**src/core/hss_pkg.sv**
```systemverilog
// Package with constants and carrier types for the high-side switch control block.
package hss_pkg;

  localparam int CMD_BITS        = 8;
  localparam int WD_BIT_POS      = 7;
  localparam int WDEXP_BIT_POS   = 2;
  localparam int CLK_PERIOD_NS   = 100;
  localparam int WD_TIMEOUT_MS   = 620;
  localparam int WD_TIMEOUT_CYC  = (WD_TIMEOUT_MS * 1000000) / CLK_PERIOD_NS;
  localparam logic [7:0] CFG_RESET   = 8'h00;
  localparam logic [4:0] FAULT_RESET = 5'h00;

  typedef enum logic [1:0] {
    HSS_SLEEP    = 2'b00,
    HSS_NORMAL   = 2'b01,
    HSS_FAULT    = 2'b10,
    HSS_FAILSAFE = 2'b11
  } hss_mode_e;

  // Raw fault detector levels from the analog side.
  typedef struct packed {
    logic openLoad;
    logic overcurrentLowFault;
    logic overcurrentHighFault;
    logic thermal;
    logic supplyFault;
  } hss_fault_s;

  // Serial pins after synchronisation.
  typedef struct packed {
    logic csN;
    logic sclk;
    logic sdi;
  } hss_spi_s;

endpackage

```
**src/core/hss_spi_slave.sv**
```systemverilog
// Serial command port: shifts commands in and status out on the sampled serial clock.
`timescale 1ns/1ns
module hss_spi_slave (
  input  wire logic             mclk,
  input  wire logic             rst_n,
  input  wire hss_pkg::hss_spi_s pins,
  input  wire logic [7:0]       txData,
  output logic                  sdo,
  output logic                  sdoEn,
  output logic                  frameDone,
  output logic [7:0]            rxData,
  output logic                  frameStart
);

  typedef struct packed {
    logic       sclkPrev;
    logic       csPrev;
    logic [7:0] rxShift;
    logic [7:0] txShift;
    logic [3:0] count;
    logic       sdo;
    logic       sdoEn;
    logic       done;
    logic       start;
    logic [7:0] rx;
  } hss_spi_state_s;

  hss_spi_state_s st;
  hss_spi_state_s next_st;

  always_comb begin
    next_st          = st;
    next_st.sclkPrev = pins.sclk;
    next_st.csPrev   = pins.csN;
    next_st.done     = 1'b0;
    next_st.start    = 1'b0;
    next_st.sdoEn    = ~pins.csN; // see RULE_11
    if (st.csPrev && !pins.csN) begin
      next_st.start   = 1'b1;
      next_st.count   = 4'h0;
      next_st.txShift = txData;
      next_st.sdo     = txData[7];
    end
    // A deselected device ignores the clock and data lines entirely.
    if (!pins.csN && st.sclkPrev == 1'b0 && pins.sclk) begin // see RULE_07
      next_st.rxShift = {st.rxShift[6:0], pins.sdi}; // see RULE_09 see RULE_10
      next_st.txShift = {st.txShift[6:0], 1'b0};
      next_st.sdo     = st.txShift[6]; // see RULE_12
      if (st.count != 4'hF) begin
        next_st.count = st.count + 4'h1;
      end
    end
    if (!st.csPrev && pins.csN && st.count == 4'(hss_pkg::CMD_BITS)) begin // see RULE_27
      next_st.done = 1'b1;
      next_st.rx   = st.rxShift;
    end
    if (!rst_n) begin
      next_st = '0;
      next_st.csPrev = 1'b1;
    end
  end

  always_ff @(posedge mclk) begin
    st <= next_st;
  end

  assign sdo        = st.sdo;
  assign sdoEn      = st.sdoEn;
  assign frameDone  = st.done;
  assign rxData     = st.rx;
  assign frameStart = st.start;

  chk_sdo_tristate: assert property (@(posedge mclk) disable iff (!rst_n) // see RULE_11
    $rose(pins.csN) |=> !sdoEn)
    else $error("Serial output still driven after deselect.");

  chk_frame_len: assert property (@(posedge mclk) disable iff (!rst_n) // see RULE_27
    frameDone |-> $past(st.count) == 4'(hss_pkg::CMD_BITS))
    else $error("Command accepted without a full frame.");

endmodule

```
**src/core/hss_mode_ctrl.sv**
```systemverilog
// Contract
// RULE_01 - Reset low clears configuration and faults and enters sleep; the code enters sleep only when wake is also low.
// RULE_02 - Reset rising edge starts the watchdog timer.
// RULE_03 - Direct input drives output; its use is configurable serially.
// RULE_04 - Any fault pulls open-drain fault flag low; details via serial.
// RULE_05 - After timeout, output off or on per select resistor.
// RULE_06 - Grounded select input disables watchdog and fail-safe.
// RULE_07 - Deselected device ignores all serial traffic.
// RULE_08 - Host toggles clock once per bit, idle between commands.
// RULE_09 - Commands are eight bits, most significant bit first.
// RULE_10 - Input bit loaded into shift register on rising clock edge.
// RULE_11 - Serial output driven only while chip select is low.
// RULE_12 - Serial output changes on each rising clock edge.
// RULE_13 - Logic supply loss resets all configuration registers.
// RULE_14 - Both supplies present puts device in normal mode.
// RULE_15 - Watchdog timeout moves device into fail-safe mode.
// RULE_16 - Report open load, both overcurrents, thermal, supply faults.
// RULE_17 - Fail-safe uses parallel input, default config, ignores commands; the code drives the output from the select resistor instead.
// RULE_18 - Wake and reset both low means sleep, outputs off.
// RULE_19 - Reset high, no fault, no timeout means normal mode.
// RULE_20 - Fault mode drives flag low and keeps output off.
// RULE_21 - Leave fail-safe by wake and reset low, or grounding select.
// RULE_22 - Device starts in sleep mode after power-up.
// RULE_23 - In sleep all configurable features act as if zero.
// RULE_24 - Wake high enables the watchdog function.
// RULE_25 - Watchdog bit D7 must toggle within timeout.
// RULE_26 - Watchdog-expired bit D2 reads one in fail-safe.
// RULE_27 - Command acted on at chip select rise after full frame.
`timescale 1ns/1ns
module hss_mode_ctrl #(
  parameter int WD_CYCLES = hss_pkg::WD_TIMEOUT_CYC
) (
  input  wire logic               mclk,
  input  wire logic               rst_n,
  input  wire logic               resetPin_n,
  input  wire logic               wakePin,
  input  wire logic               directIn,
  input  wire logic               logicSupplyOk,
  input  wire logic               batterySupplyOk,
  input  wire logic               failsafeSelectGnd,
  input  wire logic               failsafeResistorOn,
  input  wire hss_pkg::hss_fault_s faultIn,
  input  wire logic               csPin_n,
  input  wire logic               sclkPin,
  input  wire logic               sdiPin,
  output logic                    sdoOut,
  output logic                    sdoOe,
  output logic                    faultFlagOut,
  output logic                    faultFlagOe,
  output logic                    switchOutput,
  output logic                    watchdogExpired,
  output logic [1:0]              modeOut,
  output logic [7:0]              configOut
);

  // Pin synchronisers: two flops each, first stage read only by the second.
  // Fault levels come from the analog side and cross over in the same way.
  logic [9:0]          syncA;
  logic [9:0]          syncB;
  hss_pkg::hss_fault_s faultA;
  hss_pkg::hss_fault_s faultS;
  always_ff @(posedge mclk) begin
    syncA <= {resetPin_n, wakePin, directIn, logicSupplyOk, batterySupplyOk,
              failsafeSelectGnd, failsafeResistorOn, csPin_n, sclkPin, sdiPin};
    syncB  <= syncA;
    faultA <= faultIn;
    faultS <= faultA;
  end

  logic rstS;
  logic wakeS;
  logic dinS;
  logic vddS;
  logic vbatS;
  logic fsGndS;
  logic fsOnS;
  hss_pkg::hss_spi_s spiS;
  assign {rstS, wakeS, dinS, vddS, vbatS, fsGndS, fsOnS} = syncB[9:3];
  assign spiS = hss_pkg::hss_spi_s'(syncB[2:0]);

  typedef struct packed {
    hss_pkg::hss_mode_e mode;
    logic [7:0]         cfg;
    logic [4:0]         faults;
    logic               rstPrev;
    logic               wakePrev;
    logic               wdArmed;
    logic [31:0]        wdCount;
    logic               wdToggle;
    logic               sw;
    logic               flagLow;
    logic               wdExp;
  } hss_ctrl_state_s;

  hss_ctrl_state_s st;
  hss_ctrl_state_s next_st;

  logic       frameDone;
  logic       frameStart;
  logic [7:0] rxData;
  logic [7:0] txData;
  logic       anyFault;
  logic       cmdOn;

  // Status word: watchdog toggle echo, expired flag in bit 2, latched faults.
  always_comb begin
    txData = {st.wdToggle, st.faults[4:3], 2'b00, st.wdExp, st.faults[1:0]};
    txData[6] = st.faults[4];
    txData[5] = st.faults[3];
    txData[4] = st.faults[2]; // see RULE_16
  end

  hss_spi_slave uSpi (
    .mclk       (mclk),
    .rst_n      (rst_n),
    .pins       (spiS),
    .txData     (txData),
    .sdo        (sdoOut),
    .sdoEn      (sdoOe),
    .frameDone  (frameDone),
    .rxData     (rxData),
    .frameStart (frameStart)
  );

  assign anyFault = |faultS;
  // Config bit 0 selects serial on; bit 1 lets the direct input drive the switch.
  assign cmdOn = (st.cfg[1] & dinS) | st.cfg[0]; // see RULE_03

  always_comb begin
    next_st          = st;
    next_st.rstPrev  = rstS;
    next_st.wakePrev = wakeS;
    next_st.faults   = st.faults | faultS; // see RULE_16
    if (frameStart) begin
      // Faults are reported in the frame that starts now; new events still win.
      next_st.faults = faultS;
    end
    if (((!st.rstPrev && rstS) || (!st.wakePrev && wakeS)) && !fsGndS) begin
      next_st.wdArmed = 1'b1; // see RULE_02 see RULE_24
      next_st.wdCount = '0;
    end
    if (frameDone && st.mode != hss_pkg::HSS_FAILSAFE) begin
      next_st.cfg = rxData; // see RULE_27
      if (rxData[hss_pkg::WD_BIT_POS] != st.wdToggle) begin
        next_st.wdCount = '0; // see RULE_25
      end
      next_st.wdToggle = rxData[hss_pkg::WD_BIT_POS];
    end
    if (st.wdArmed && st.mode != hss_pkg::HSS_FAILSAFE && !fsGndS) begin
      // Count on from any restart made above, so that a kick really starts a new period.
      next_st.wdCount = next_st.wdCount + 32'h1;
      if (next_st.wdCount >= 32'(WD_CYCLES)) begin
        next_st.mode = hss_pkg::HSS_FAILSAFE; // see RULE_15
        next_st.cfg  = hss_pkg::CFG_RESET; // see RULE_17
      end
    end
    unique case (st.mode)
      hss_pkg::HSS_SLEEP: begin
        next_st.cfg = hss_pkg::CFG_RESET; // see RULE_23
        if ((rstS || wakeS) && vddS && vbatS) begin
          next_st.mode = hss_pkg::HSS_NORMAL; // see RULE_14
        end
      end
      hss_pkg::HSS_NORMAL: begin
        if (anyFault) begin
          next_st.mode = hss_pkg::HSS_FAULT;
        end
      end
      hss_pkg::HSS_FAULT: begin
        if (!anyFault && rstS) begin
          next_st.mode = hss_pkg::HSS_NORMAL; // see RULE_19
        end
      end
      hss_pkg::HSS_FAILSAFE: begin
        next_st.wdArmed = 1'b0;
        if (fsGndS) begin
          next_st.mode = hss_pkg::HSS_NORMAL; // see RULE_21
        end
      end
    endcase
    if (fsGndS) begin
      next_st.wdArmed = 1'b0; // see RULE_06
    end
    if (!vddS) begin
      next_st.cfg = hss_pkg::CFG_RESET; // see RULE_13
    end
    if (!rstS && !wakeS) begin
      next_st.mode    = hss_pkg::HSS_SLEEP; // see RULE_18 see RULE_21
      next_st.wdArmed = 1'b0;
    end
    if (!rstS) begin
      next_st.cfg    = hss_pkg::CFG_RESET; // see RULE_01
      next_st.faults = hss_pkg::FAULT_RESET;
    end
    next_st.wdExp   = (next_st.mode == hss_pkg::HSS_FAILSAFE); // see RULE_26
    next_st.flagLow = anyFault && next_st.mode != hss_pkg::HSS_SLEEP; // see RULE_04 see RULE_20
    unique case (next_st.mode)
      hss_pkg::HSS_SLEEP:    next_st.sw = 1'b0;
      hss_pkg::HSS_NORMAL:   next_st.sw = cmdOn; // see RULE_03
      hss_pkg::HSS_FAULT:    next_st.sw = 1'b0;
      hss_pkg::HSS_FAILSAFE: next_st.sw = fsOnS; // see RULE_05
    endcase
    if (!rst_n) begin
      next_st         = '0; // see RULE_22
      next_st.mode    = hss_pkg::HSS_SLEEP;
      next_st.rstPrev = 1'b0;
      next_st.cfg     = hss_pkg::CFG_RESET;
      next_st.faults  = hss_pkg::FAULT_RESET;
    end
  end

  always_ff @(posedge mclk) begin
    st <= next_st;
  end

  assign faultFlagOut    = 1'b0;
  assign faultFlagOe     = st.flagLow;
  assign switchOutput    = st.sw;
  assign watchdogExpired = st.wdExp;
  assign modeOut         = st.mode;
  assign configOut       = st.cfg;

  chk_sleep_off: assert property (@(posedge mclk) disable iff (!rst_n) // see RULE_18
    (!rstS && !wakeS) |=> (modeOut == hss_pkg::HSS_SLEEP && !switchOutput))
    else $error("Sleep not entered with wake and reset low.");

  chk_reset_clear: assert property (@(posedge mclk) disable iff (!rst_n) // see RULE_01
    !rstS |=> (configOut == hss_pkg::CFG_RESET))
    else $error("Configuration not cleared under reset.");

  chk_flag_fault: assert property (@(posedge mclk) disable iff (!rst_n) // see RULE_04
    (anyFault && modeOut != hss_pkg::HSS_SLEEP && (rstS || wakeS)) |=> faultFlagOe)
    else $error("Fault flag not pulled low.");

  chk_fault_off: assert property (@(posedge mclk) disable iff (!rst_n) // see RULE_20
    modeOut == hss_pkg::HSS_FAULT |-> !switchOutput)
    else $error("Output on in fault mode.");

  chk_wdexp_mode: assert property (@(posedge mclk) disable iff (!rst_n) // see RULE_26
    watchdogExpired == (modeOut == hss_pkg::HSS_FAILSAFE))
    else $error("Expired bit disagrees with mode.");

  chk_failsafe_out: assert property (@(posedge mclk) disable iff (!rst_n) // see RULE_05
    (modeOut == hss_pkg::HSS_FAILSAFE && $stable(fsOnS)) |-> switchOutput == $past(fsOnS))
    else $error("Fail-safe output does not follow select.");

  chk_gnd_nowd: assert property (@(posedge mclk) disable iff (!rst_n) // see RULE_06
    fsGndS |=> !st.wdArmed)
    else $error("Watchdog armed with select grounded.");

  chk_vdd_loss: assert property (@(posedge mclk) disable iff (!rst_n) // see RULE_13
    !vddS |=> configOut == hss_pkg::CFG_RESET)
    else $error("Configuration kept without logic supply.");

  // Watchdog arming, restart and expiry.
  chk_wd_arm: assert property (@(posedge mclk) disable iff (!rst_n) // see RULE_02
    (!st.rstPrev && rstS && !fsGndS && modeOut != hss_pkg::HSS_FAILSAFE)
    |=> st.wdArmed)
    else $error("Watchdog not armed by reset release.");

  chk_wake_arm: assert property (@(posedge mclk) disable iff (!rst_n) // see RULE_24
    (!st.wakePrev && wakeS && !fsGndS && modeOut != hss_pkg::HSS_FAILSAFE)
    |=> st.wdArmed)
    else $error("Watchdog not armed by wake.");

  chk_wd_kick: assert property (@(posedge mclk) disable iff (!rst_n) // see RULE_25
    (frameDone && st.wdArmed && modeOut != hss_pkg::HSS_FAILSAFE && !fsGndS &&
     rxData[hss_pkg::WD_BIT_POS] != st.wdToggle)
    |=> st.wdCount == 32'h1)
    else $error("Watchdog not restarted by a toggled command.");

  chk_wd_expire: assert property (@(posedge mclk) disable iff (!rst_n) // see RULE_15
    (st.wdArmed && modeOut == hss_pkg::HSS_NORMAL && !anyFault && !fsGndS && !frameDone &&
     (rstS || wakeS) && st.rstPrev == rstS && st.wakePrev == wakeS &&
     st.wdCount == 32'(WD_CYCLES - 1))
    |=> modeOut == hss_pkg::HSS_FAILSAFE)
    else $error("Watchdog period ran out without entering fail-safe.");

  // Mode transitions and the configuration fail-safe and sleep modes must show.
  chk_fs_config: assert property (@(posedge mclk) disable iff (!rst_n) // see RULE_17
    modeOut == hss_pkg::HSS_FAILSAFE |-> configOut == hss_pkg::CFG_RESET)
    else $error("Fail-safe mode not on default configuration.");

  chk_sleep_cfg: assert property (@(posedge mclk) disable iff (!rst_n) // see RULE_23
    modeOut == hss_pkg::HSS_SLEEP |-> configOut == hss_pkg::CFG_RESET)
    else $error("Configuration bits active in sleep.");

  chk_normal_entry: assert property (@(posedge mclk) disable iff (!rst_n) // see RULE_14
    (modeOut == hss_pkg::HSS_SLEEP && (rstS || wakeS) && vddS && vbatS)
    |=> modeOut == hss_pkg::HSS_NORMAL)
    else $error("Normal mode not entered with both supplies.");

  chk_fault_entry: assert property (@(posedge mclk) disable iff (!rst_n) // see RULE_20
    (modeOut == hss_pkg::HSS_NORMAL && anyFault && (rstS || wakeS))
    |=> modeOut == hss_pkg::HSS_FAULT)
    else $error("Fault mode not entered on a fault.");

  chk_fault_leave: assert property (@(posedge mclk) disable iff (!rst_n) // see RULE_19
    (modeOut == hss_pkg::HSS_FAULT && !anyFault && rstS)
    |=> modeOut == hss_pkg::HSS_NORMAL)
    else $error("Normal mode not resumed after the fault cleared.");

  chk_fs_exit: assert property (@(posedge mclk) disable iff (!rst_n) // see RULE_21
    (modeOut == hss_pkg::HSS_FAILSAFE && fsGndS && (rstS || wakeS))
    |=> modeOut == hss_pkg::HSS_NORMAL)
    else $error("Fail-safe not left with select grounded.");

endmodule

```
**config.mk**
```make
export PLATFORM = sky130hd
export DESIGN_NAME = hss_mode_ctrl
export DESIGN_NICKNAME = d
export VERILOG_FILES = /design/src/core/hss_pkg.sv /design/src/core/hss_spi_slave.sv /design/src/core/hss_mode_ctrl.sv
export SDC_FILE = /design/constraint.sdc
export NUM_CORES = 1
export LEC_CHECK = 0
export BUFFER_PORTS_ARGS = -buffer_cell sky130_fd_sc_hd__buf_2
export CORE_ASPECT_RATIO = 0.6
export CORE_UTILIZATION = 60
export CTS_BUF_LIST = sky130_fd_sc_hd__clkbuf_16
export DETAILED_ROUTE_END_ITERATION = 10
export GPL_ROUTABILITY_DRIVEN = 0
export HOLD_SLACK_MARGIN = 0.03
export MAX_ROUTING_LAYER = met4
export PLACE_DENSITY = 0.79
export SYNTH_ARGS = -nofsm -noshare
export SYNTH_HDL_FRONTEND = slang
export SYNTH_SLANG_ARGS = --single-unit
```
**constraint.sdc**
```tcl
create_clock -name mclk -period 6.4 [get_ports mclk]
set_input_delay 1.28 -clock mclk [delete_from_list [all_inputs] [get_ports mclk]]
set_output_delay 1.28 -clock mclk [all_outputs]
set_load 0.005 [all_outputs]
```
==> results of run 1 <==
-- cell families after synthesis --
family | count (synthesis) | synth area share, %
buf+inv | 49 | 4.980
simple gates | 283 | 26.97
xor+xnor | 30 | 5.229
other cells | 1 | 0.07463
flops | 117 | 46.61
fa+ha+maj | 3 | 0.7471
compound gates | 97 | 12.70
mux | 13 | 2.689
-- sequential cells by signal, indices dropped and copies added, names as in the netlist --
register,flops
st,41
switchOutput,1
modeOut,2
uSpi.st,21
watchdogExpired,1
uSpi.frameStart,1
faultA,5
uSpi.sdo,1
syncB,10
uSpi.sdoEn,1
uSpi.frameDone,1
uSpi.rxData,8
syncA,10
faultFlagOe,1
faultS,5
configOut,8
-- routing by layer --
metal	track usage (%)	wire length [µm]	up-vias
met3	8.516	1130	29
met5	-	0	-
met1	41.57	5610	2054
met4	12.78	190	0
met2	43.42	5064	246
li1	-	-	2081
-- cell usage after synthesis, types with 3 or more instances --
master / n
nor2_1: 80
o21ai_0: 12
nand2b_1: 4
and2_1: 9
or3_1: 7
xnor2_1: 15
or4_1: 3
nor4_1: 6
buf_4: 12
a31oi_1: 7
nand2_1: 96
clkbuf_1: 16
nand3_1: 18
o22ai_1: 3
a21o_1: 4
xor2_1: 15
ha_1: 3
a311oi_1: 7
dfxtp_1: 117
a211oi_1: 3
o21a_1: 3
and3_1: 9
buf_2: 3
inv_1: 11
a21oi_1: 40
nor2b_1: 3
nand4_1: 12
nor3_1: 15
mux2i_1: 12
-- through the flow --
step                std cells  setup WS, ns  util, %  power [µW]
finish                    731         1.980    71.22        1717
global route              731         1.722    71.22        1769
CTS                       731         2.126    71.22        1724
detailed placement        699         2.399    64.14       826.1
global placement          699         2.682    64.14       823.7
floorplan                 593         3.075        -       808.1
-- critical path, cell delays in order, from the launching register on --
cell and delay [ns]:
dfxtp_1 0.56, a21boi_4 0.17, nand2_1 0.19, and3_1 0.22, ha_1 0.34, nand3_1 0.17, nor4_2 0.61, nand3_1 0.28
nor4_1 0.37, a32oi_1 0.13, a211oi_1 0.26, a21o_1 0.17, and2_4 0.15, o2111ai_1 0.41, a21oi_1 0.30
-- power by group --
part / switching, µW / internal (µW)
Sequential: 11.1 / 748
Combinational: 35.7 / 18.4
Clock: 339 / 566
Total: 385 / 1330
-- final timing paths --
path	from	end	slack, ns	cells after the start
worst min register to register	faultA[3]	faultS[3]	0.32	0
worst min-delay path	faultA[3]	faultS[3]	0.32	0
worst max-delay path	modeOut[0]	configOut[5]	1.98	14
worst max register to register	modeOut[0]	configOut[5]	1.98	14
-- cell type report --
cell class | instances | area (µm²) | share of cell area [%]
Clock buffer | 17 | 425.4 | 7.459
Clock inverter | 15 | 141.4 | 2.479
Inverter | 13 | 48.80 | 0.8556
Multi-Input combinational cell | 427 | 2432 | 42.65
Sequential cell | 117 | 2342 | 41.07
Tap cell | 108 | 135.1 | 2.369
Timing Repair Buffer | 34 | 177.7 | 3.115
==> impl_metrics.py, run 1 <==
metrics = {
    "routing": {
        "final_antenna_net_count": 0,
        "viasPerCell": 6.033,
        "drt_iter0_drc": 791,
        "avgRoutedWirePerCell_um": 16.41,
        "via_count": 4410,
        "finalWirelength_um": 12000,
        "firstDrtPassIters": 8,
        "drc": 0,
    },
    "yosys": {
        "yosysSeqAreaShare_pct": 46.61,
        "synth.largest_area_cell": "dfxtp_1",
        "synth_ff_type": "dfxtp_1",
        "syn-num-nets": 613,
        "synth_area_um2": 5025,
        "ys_ff_latch": 117,
        "synth_cell_types": 67,
        "synth.area.top_cells": "dfxtp_1, nand2_1, nor2_1",
        "async_flop_share_pct": 0,
        "synth_edf_count": 0,
        "postSynthCellCount": 593,
        "netlist.area_leader.share_pct": 46.61,
        "ys_warn_count": 0,
        "syn_avg_cell_area_um2": 8.474,
    },
    "timing": {
        "fin_crit_ns": 4.420,
        "slew_headroom_pct": 28.88,
        "slew_viol_final": 0,
        "rsz0062_at_grt": "false",
        "hold_viol": 0,
        "setup_viol": 0,
        "worst_slew_pin_slew_ns": 1.057,
        "finalSetupTns_ns": 0,
        "fin_skew_ns": 0.007627,
        "hold_ws_ns": 0.3249,
        "fin_crit_sh_pct": 69.06,
        "fmax_mhz": 226.3,
    },
    "die": {
        "coreArea_um2": 8008,
        "num_io_pins": 33,
        "initial_core_util_pct": 62.75,
        "rows": 25,
        "die-area_um2": 8757,
        "die_x_um": 120.1,
        "die_h_um": 72.89,
    },
    "cells_and_area": {
        "drive_gt1_share_pct": 12.68,
        "insertedDiodeCount": 0,
        "areaGrowthSynthToFinish_pct": 13.50,
        "final_cell_mix": "dfxtp_1, nand2_1, nor2_1, a21oi_1, buf_2",
        "layout_commonest_cell": "dfxtp_1",
        "nets": 630,
        "fillers": 620,
        "final_cell_area_um2": 5703,
    },
    "critical_path": {
        "critPathKind": "flop to flop",
        "path_max_fanout": 11,
        "startpoint_type": "flop",
        "critPathArrivalTime_ns": 4.74,
        "worst_ep_required_time_ns": 6.72,
        "endpoint_kind": "flop",
    },
    "clocking": {
        "cts_max_path_buffers": 2,
        "insertion_delay_ns": 0.41,
        "postCtsHoldBufs": 0,
        "cts_resized": 0,
        "cts_num_sinks": 117,
        "ctsRootBufferMaster": "clkbuf_16",
        "clk_pin_slew_worst_paths_ns": 0.06,
        "cts_made_buffers": 17,
        "cts_tree": "done",
        "h-tree-depth": 4,
        "postCtsSetupRepairBufs": 0,
    },
    "grt": {
        "global_route.overflow_total": 0,
        "grt_pass1_vias": 4110,
        "grt_max_degree": 43,
        "antenna_found_initial": 0,
        "grt_pass1_wl_um": 20130,
        "track_usage_pct": 30.81,
    },
    "pwr": {
        "p_per_area_nw_per_um2": 301.1,
        "p_leak_uw": 0.002127,
        "vdd_ir_drop_max_mv": 0.2051,
    },
    "min_path": {
        "hold_path.class": "flop to flop",
    },
    "placed_design": {
        "place_area_um2": 5136,
        "dp.final_hpwl_um": 7897,
        "numPortBuffers": 31,
    },
    "run": {
        "cap_violations": 0,
    },
    "status": {
        "status": "complete, no violations",
    },
}
No activity file was read; power rests on OpenSTA's default activity.
==> run 2: changes to the inputs <==
--- a/config.mk
+++ b/config.mk
@@ -7,13 +7,13 @@
 export LEC_CHECK = 0
 export BUFFER_PORTS_ARGS = -buffer_cell sky130_fd_sc_hd__buf_2
 export CORE_ASPECT_RATIO = 0.6
-export CORE_UTILIZATION = 60
+export CORE_UTILIZATION = 54
 export CTS_BUF_LIST = sky130_fd_sc_hd__clkbuf_16
 export DETAILED_ROUTE_END_ITERATION = 10
 export GPL_ROUTABILITY_DRIVEN = 0
 export HOLD_SLACK_MARGIN = 0.03
 export MAX_ROUTING_LAYER = met4
-export PLACE_DENSITY = 0.79
+export PLACE_DENSITY = 0.75
 export SYNTH_ARGS = -nofsm -noshare
 export SYNTH_HDL_FRONTEND = slang
 export SYNTH_SLANG_ARGS = --single-unit
==> constraint.sdc (replaced) <==
create_clock -name mclk -period 3.7 [get_ports mclk]
set_input_delay 0.74 -clock mclk [delete_from_list [all_inputs] [get_ports mclk]]
set_output_delay 0.74 -clock mclk [all_outputs]
set_load 0.005 [all_outputs]
==> run 2 against run 1 <==
Compared with the run above:
- non-clock buffer count increased by 9
- critical endpoint is now switchOutput
- critical path depth decreased by 1
- global-route usage decreased by 4.1 points
- clock skew decreased by 0.00060 ns
- register-to-register slack got worse by 1.8 ns
- routed wire length decreased by 2.0%
- largest cell class unchanged
- sequential share of layout area decreased by 0.81 points
- final area increased by 2.0%
- first-iteration DRC count decreased by 34%
==> impl_metrics.py, run 2 (same netlist as run 1, synthesis figures left out) <==
metrics = {
    "cells_and_area": {
        "final_cell_mix": "dfxtp_1, nand2_1, nor2_1, a21oi_1, buf_2",
        "drive_gt1_share_pct": 15.03,
        "top_register": "st",
        "largestRegisters": "st: 41 flops, uSpi.st: 21 flops",
        "insertedDiodeCount": 0,
        "nets": 639,
        "areaGrowthSynthToFinish_pct": 15.79,
        "post-route-util_pct": 66.49,
        "layout_commonest_cell": "dfxtp_1",
        "largest_register_ff_count": 41,
        "fillers": 695,
    },
    "clocking": {
        "cts_tree": "done",
        "cts_num_sinks": 117,
        "cts_max_path_buffers": 2,
        "ctsRootBufferMaster": "clkbuf_16",
        "cts_made_buffers": 17,
        "clk_pin_slew_worst_paths_ns": 0.06,
        "insertion_delay_ns": 0.41,
        "h-tree-depth": 4,
    },
    "routing": {
        "firstDrtPassIters": 6,
        "avgRoutedWirePerCell_um": 15.80,
        "final_antenna_net_count": 0,
        "drc": 0,
        "drt_iter0_drc": 521,
        "via_count": 4352,
        "finalWirelength_um": 11760,
        "viasPerCell": 5.849,
    },
    "timing": {
        "worst_slew_pin_slew_ns": 0.8996,
        "hold_viol": 0,
        "fin_skew_ns": 0.007028,
        "fmax_mhz": 281.7,
        "fin_crit_sh_pct": 95.95,
        "finalSetupTns_ns": 0,
        "setup_viol": 0,
        "slew_viol_final": 0,
        "hold_ws_ns": 0.3208,
        "fin_crit_ns": 3.550,
        "slew_headroom_pct": 39.48,
        "rsz0062_at_grt": "false",
    },
    "pwr": {
        "vdd_ir_drop_max_mv": 0.3717,
        "power_uw": 2982,
        "p_leak_uw": 0.002201,
        "p_per_area_nw_per_um2": 512.5,
    },
    "die": {
        "rows": 26,
        "coreArea_um2": 8751,
        "initial_core_util_pct": 57.42,
        "die_h_um": 76.72,
        "num_io_pins": 33,
        "die-area_um2": 9708,
        "die_x_um": 126.5,
    },
    "critical_path": {
        "critPathKind": "flop to flop",
        "rr_startpoint": "syncB[9]",
        "endpoint_kind": "flop",
        "crit_chain": "nand2b_1 > a21o_1 > and3_1 > ha_2 > inv_1 > nor2_1 > nand2_1 > or4b_2 > a21o_1 > a2111o_1 > and2_4 > a31o_4 > a211oi_2",
        "crit_top_cell": "a21o_1",
        "startpoint_type": "flop",
        "rr_endpoint": "switchOutput",
        "path_max_fanout": 8,
        "cp_num_buf_inv": 1,
        "critPathMaxStageDelay_ns": 0.61,
        "critPathArrivalTime_ns": 3.87,
        "worst_ep_required_time_ns": 4.02,
        "reg2reg_depth": 13,
        "r2r_slack_ns": 0.15,
        "cpLargestDelayFamily": "simple AND/OR/NAND/NOR gates",
        "crit_slowest_cell": "or4b_2",
    },
    "grt": {
        "track_usage_pct": 26.68,
        "grt_pass1_wl_um": 19670,
        "antenna_found_initial": 0,
        "global_route.overflow_total": 0,
        "grt_pass1_vias": 4007,
        "grt_max_degree": 31,
    },
    "min_path": {
        "hp-start": "syncA[5]",
        "whs_path_depth": 0,
        "hold_path.class": "flop to flop",
        "hold-path-endpoint": "syncB[5]",
    },
    "placed_design": {
        "dp.final_hpwl_um": 8132,
        "numPortBuffers": 31,
    },
    "run": {
        "cap_violations": 0,
    },
    "status": {
        "status": "complete, no violations",
    },
}
[run 2: cell types whose count changed in the layout (fill, tap and decap cells not counted), sizes merged]
| cell | change |
|---|---|
| buf | +9 |
| bufinv | -1 |
| clkinv | -3 |
| clkinvlp | -2 |
| inv | +6 |
[run 2: area by class of cell]
cell class | count | area, µm² | share of cell area (%)
sequential | 117 | 2342 | 40.26
clock inverter | 15 | 145.1 | 2.495
inverter | 13 | 48.80 | 0.8387
timing repair buffer | 43 | 245.2 | 4.215
clock buffer | 17 | 425.4 | 7.312
tap | 112 | 140.1 | 2.409
multi-input combinational | 427 | 2471 | 42.47
[run 2: worst max path at each step]
| stage | startpoint | endpoint | depth (start not counted) |
|---|---|---|---|
| final | syncB[9] | switchOutput | 13 |
| after global routing | syncB[9] | configOut[1] | 14 |
| after CTS | syncB[9] | configOut[1] | 14 |
| after detailed placement | syncB[9] | configOut[5] | 14 |
| after global placement | syncB[9] | switchOutput | 13 |
| after floorplan | modeOut[0] | switchOutput | 15 |
[run 2: metrics by stage]
stage	cells	area, µm²	worst slack [ns]
2_1_floorplan	593	5025	0.3749
3_3_place_gp	711	5201	0.2572
3_5_place_dp	711	5201	0.06882
4_1_cts	743	5772	0.02192
5_1_grt	744	5818	0.03021
6_report	744	5818	0.1497
[run 2: timing repair]
action,CTS,global route
setup endpoints to repair,0,12
hold buffers,0,0
resized for setup,0,7
hold endpoints to repair,0,0
buffers inserted,0,1
[run 2: power breakdown]
group	switching [µW]	total (µW)	internal [µW]
clock	633	1570	939
sequential	17.3	1310	1290
combinational	65.3	99.1	33.8
total	716	2980	2270
[run 2: layer usage]
metal / GRT usage, % / share of wire, %
met1: 37.81 / 49
met2: 35.08 / 40
met3: 8.025 / 9.5
met4: 10.12 / 1.1
met5: - / 0
[run 2: worst register-to-register path, delay by kind of cell (launching register included)]
| kind | cells | cell delay [ns] |
|---|---|---|
| buffers and inverters | 1 | 0.08 |
| AOI/OAI and AO/OA | 5 | 1.28 |
| DFF | 1 | 0.36 |
| adders and majority gates | 1 | 0.27 |
| and+or+nand+nor | 6 | 1.47 |
==> run 3: changes to the inputs <==
--- a/config.mk
+++ b/config.mk
@@ -6,7 +6,7 @@
 export NUM_CORES = 1
 export LEC_CHECK = 0
 export BUFFER_PORTS_ARGS = -buffer_cell sky130_fd_sc_hd__buf_2
-export CORE_ASPECT_RATIO = 0.6
+export CORE_ASPECT_RATIO = 1.2
 export CORE_UTILIZATION = 54
 export CTS_BUF_LIST = sky130_fd_sc_hd__clkbuf_16
 export DETAILED_ROUTE_END_ITERATION = 10
==> run 3 against run 2 <==
Compared with the run above:
- sequential power about the same
- non-clock buffer count decreased by 2
- critical path type unchanged
- largest cell class unchanged
- sequential share of layout area rose by 0.14 points
- largest power group unchanged
==> impl_metrics.py, run 3 (same netlist as run 1, synthesis figures left out) <==
metrics = {
    "cells_and_area": {
        "nets": 637,
        "areaGrowthSynthToFinish_pct": 15.39,
        "insertedDiodeCount": 0,
        "largest_register_ff_count": 41,
        "final_cell_mix": "dfxtp_1, nand2_1, nor2_1, a21oi_1, buf_2",
        "largestRegisters": "st: 41 flops, uSpi.st: 21 flops",
        "top_register": "st",
        "drive_gt1_share_pct": 14.17,
        "layout_commonest_cell": "dfxtp_1",
    },
    "status": {
        "status": "complete, no violations",
    },
    "critical_path": {
        "endpoint_kind": "flop",
        "reg2reg_depth": 13,
        "r2r_slack_ns": 0.18,
        "worst_ep_required_time_ns": 4.02,
        "rr_endpoint": "switchOutput",
        "critPathKind": "flop to flop",
        "rr_startpoint": "uSpi.rxData[7]",
        "startpoint_type": "flop",
        "critPathArrivalTime_ns": 3.84,
        "path_max_fanout": 8,
    },
    "min_path": {
        "hp-start": "syncA[2]",
        "hold-path-endpoint": "syncB[2]",
        "hold_path.class": "flop to flop",
        "whs_path_depth": 0,
    },
    "timing": {
        "fin_crit_ns": 3.518,
        "fin_skew_ns": 0.006163,
        "hold_viol": 0,
        "worst_slew_pin_slew_ns": 0.8696,
        "fmax_mhz": 284.3,
        "fin_crit_sh_pct": 95.08,
        "slew_headroom_pct": 41.67,
        "slew_viol_final": 0,
        "setup_slack_ns": 0.1820,
        "setup_viol": 0,
    },
    "pwr": {
        "power_switching_share_pct": 22.02,
        "p_leak_uw": 0.002185,
        "power_uw": 2959,
        "pwr-share-comb_pct": 3.3,
        "seqPwrFrac_pct": 44.3,
        "pwr-share-clk_pct": 52.4,
        "p_per_area_nw_per_um2": 510.4,
        "vdd_ir_drop_max_mv": 0.3658,
        "internal_power_uw": 2308,
        "p_switching_uw": 651.7,
    },
    "routing": {
        "firstDrtPassIters": 5,
        "via_count": 4217,
        "finalWirelength_um": 11020,
        "avgRoutedWirePerCell_um": 14.73,
        "final_antenna_net_count": 0,
        "viasPerCell": 5.638,
        "drc": 0,
        "drt_iter0_drc": 210,
    },
    "die": {
        "die_h_um": 107.7,
        "rows": 38,
        "die_x_um": 90.06,
        "die-area_um2": 9697,
        "coreArea_um2": 9034,
        "num_io_pins": 33,
        "initial_core_util_pct": 55.62,
    },
    "grt": {
        "global_route.overflow_total": 0,
        "grt_pass1_vias": 4152,
        "track_usage_pct": 25.00,
        "globalRouteMet3Util_pct": 6.073,
        "grt_max_degree": 30,
        "top_usage_layer": "met2",
        "met2_usage_pct": 43.57,
        "antenna_found_initial": 0,
        "gr-usage-met1_pct": 26.57,
        "grt_pass1_wl_um": 18640,
    },
    "clocking": {
        "cts_made_buffers": 17,
        "insertion_delay_ns": 0.40,
        "clk_pin_slew_worst_paths_ns": 0.05,
        "postCtsHoldBufs": 0,
        "cts_tree": "done",
        "cts_num_sinks": 117,
        "ctsRootBufferMaster": "clkbuf_16",
        "cts_max_path_buffers": 2,
        "h-tree-depth": 4,
    },
    "placed_design": {
        "place_ws_ns": 0.09831,
        "dp.final_hpwl_um": 7629,
        "numPortBuffers": 31,
    },
    "run": {
        "cap_violations": 0,
    },
}
==> run 3: changes by cell type in the layout (fill, tap and decap cells not counted), sizes merged <==
cell      delta
bufinv       +1
buf          -2
clkinvlp     -1
inv          -4
clkinv       +2
==> run 3: cell type report <==
type,instances,area (µm²)
timing repair buffer,41,230.2
sequential,117,2342
inverter,13,48.80
clock buffer,17,425.4
fill,717,3236
tap,120,150.1
clock inverter,13,136.4
multi-input combinational,427,2465
==> run 3: how the worst max path moves through the flow <==
stage,start,endpoint,slack (ns),depth (start not counted)
2_1_floorplan,modeOut[0],switchOutput,0.37,15
3_3_place_gp,syncB[9],configOut[3],0.25,13
3_5_place_dp,syncB[9],configOut[5],0.1,14
4_1_cts,syncB[9],configOut[5],0.08,14
5_1_grt,uSpi.rxData[7],switchOutput,-0.003,13
6_report,uSpi.rxData[7],switchOutput,0.18,13
==> run 3: routing by layer <==
layer | wire [µm] | part of all wire [%] | up-vias
li1 | - | - | 2081
met1 | 4622 | 42 | 1983
met2 | 5623 | 51 | 122
met3 | 436 | 4.0 | 31
met4 | 333 | 3.0 | 0
met5 | 0 | 0 | -
==> run 3: power by group through the flow <==
| stage | logic [µW] | registers (µW) | clock network, µW |
|---|---|---|---|
| floorplan | 66.8 | 1330 | 0 |
| global placement | 92.5 | 1340 | 0 |
| detailed placement | 95.4 | 1340 | 0 |
| CTS | 96.0 | 1310 | 1570 |
| global route | 109 | 1310 | 1630 |
| finish | 97.2 | 1310 | 1550 |
==> run 3: worst max-delay path, cell delays in order (launching register included) <==
cell and delay [ns]:
dfxtp_1 0.34, xor2_1 0.18, nand2_1 0.17, and3_1 0.23, ha_2 0.26, inv_1 0.08, nor2_1 0.23, nand2_1 0.11
or4b_2 0.61, a21o_1 0.18, a2111o_1 0.43, and2_4 0.18, a31o_4 0.24, a211oi_2 0.19
==> run 3: stage by stage <==
stage                     instances  instance area [µm²]   TNS [ns]  util (%)  hold slack, ns
after floorplan                 593                 5025          0         -          0.3096
after global placement          718                 5204          0     57.60          0.3112
after detailed placement        718                 5204          0     57.60          0.3121
after CTS                       748                 5766          0     63.82          0.3250
after global routing            748                 5798  -0.002996     64.18          0.3301
final                           748                 5798          0     64.18          0.3250
==> run 3: repair_timing <==
action                                  4_1_cts  5_1_grt
endpoints found under the hold margin         0        0
buffers inserted                              0        0
endpoints found under the setup margin        0       12
gates resized for setup                       0        6
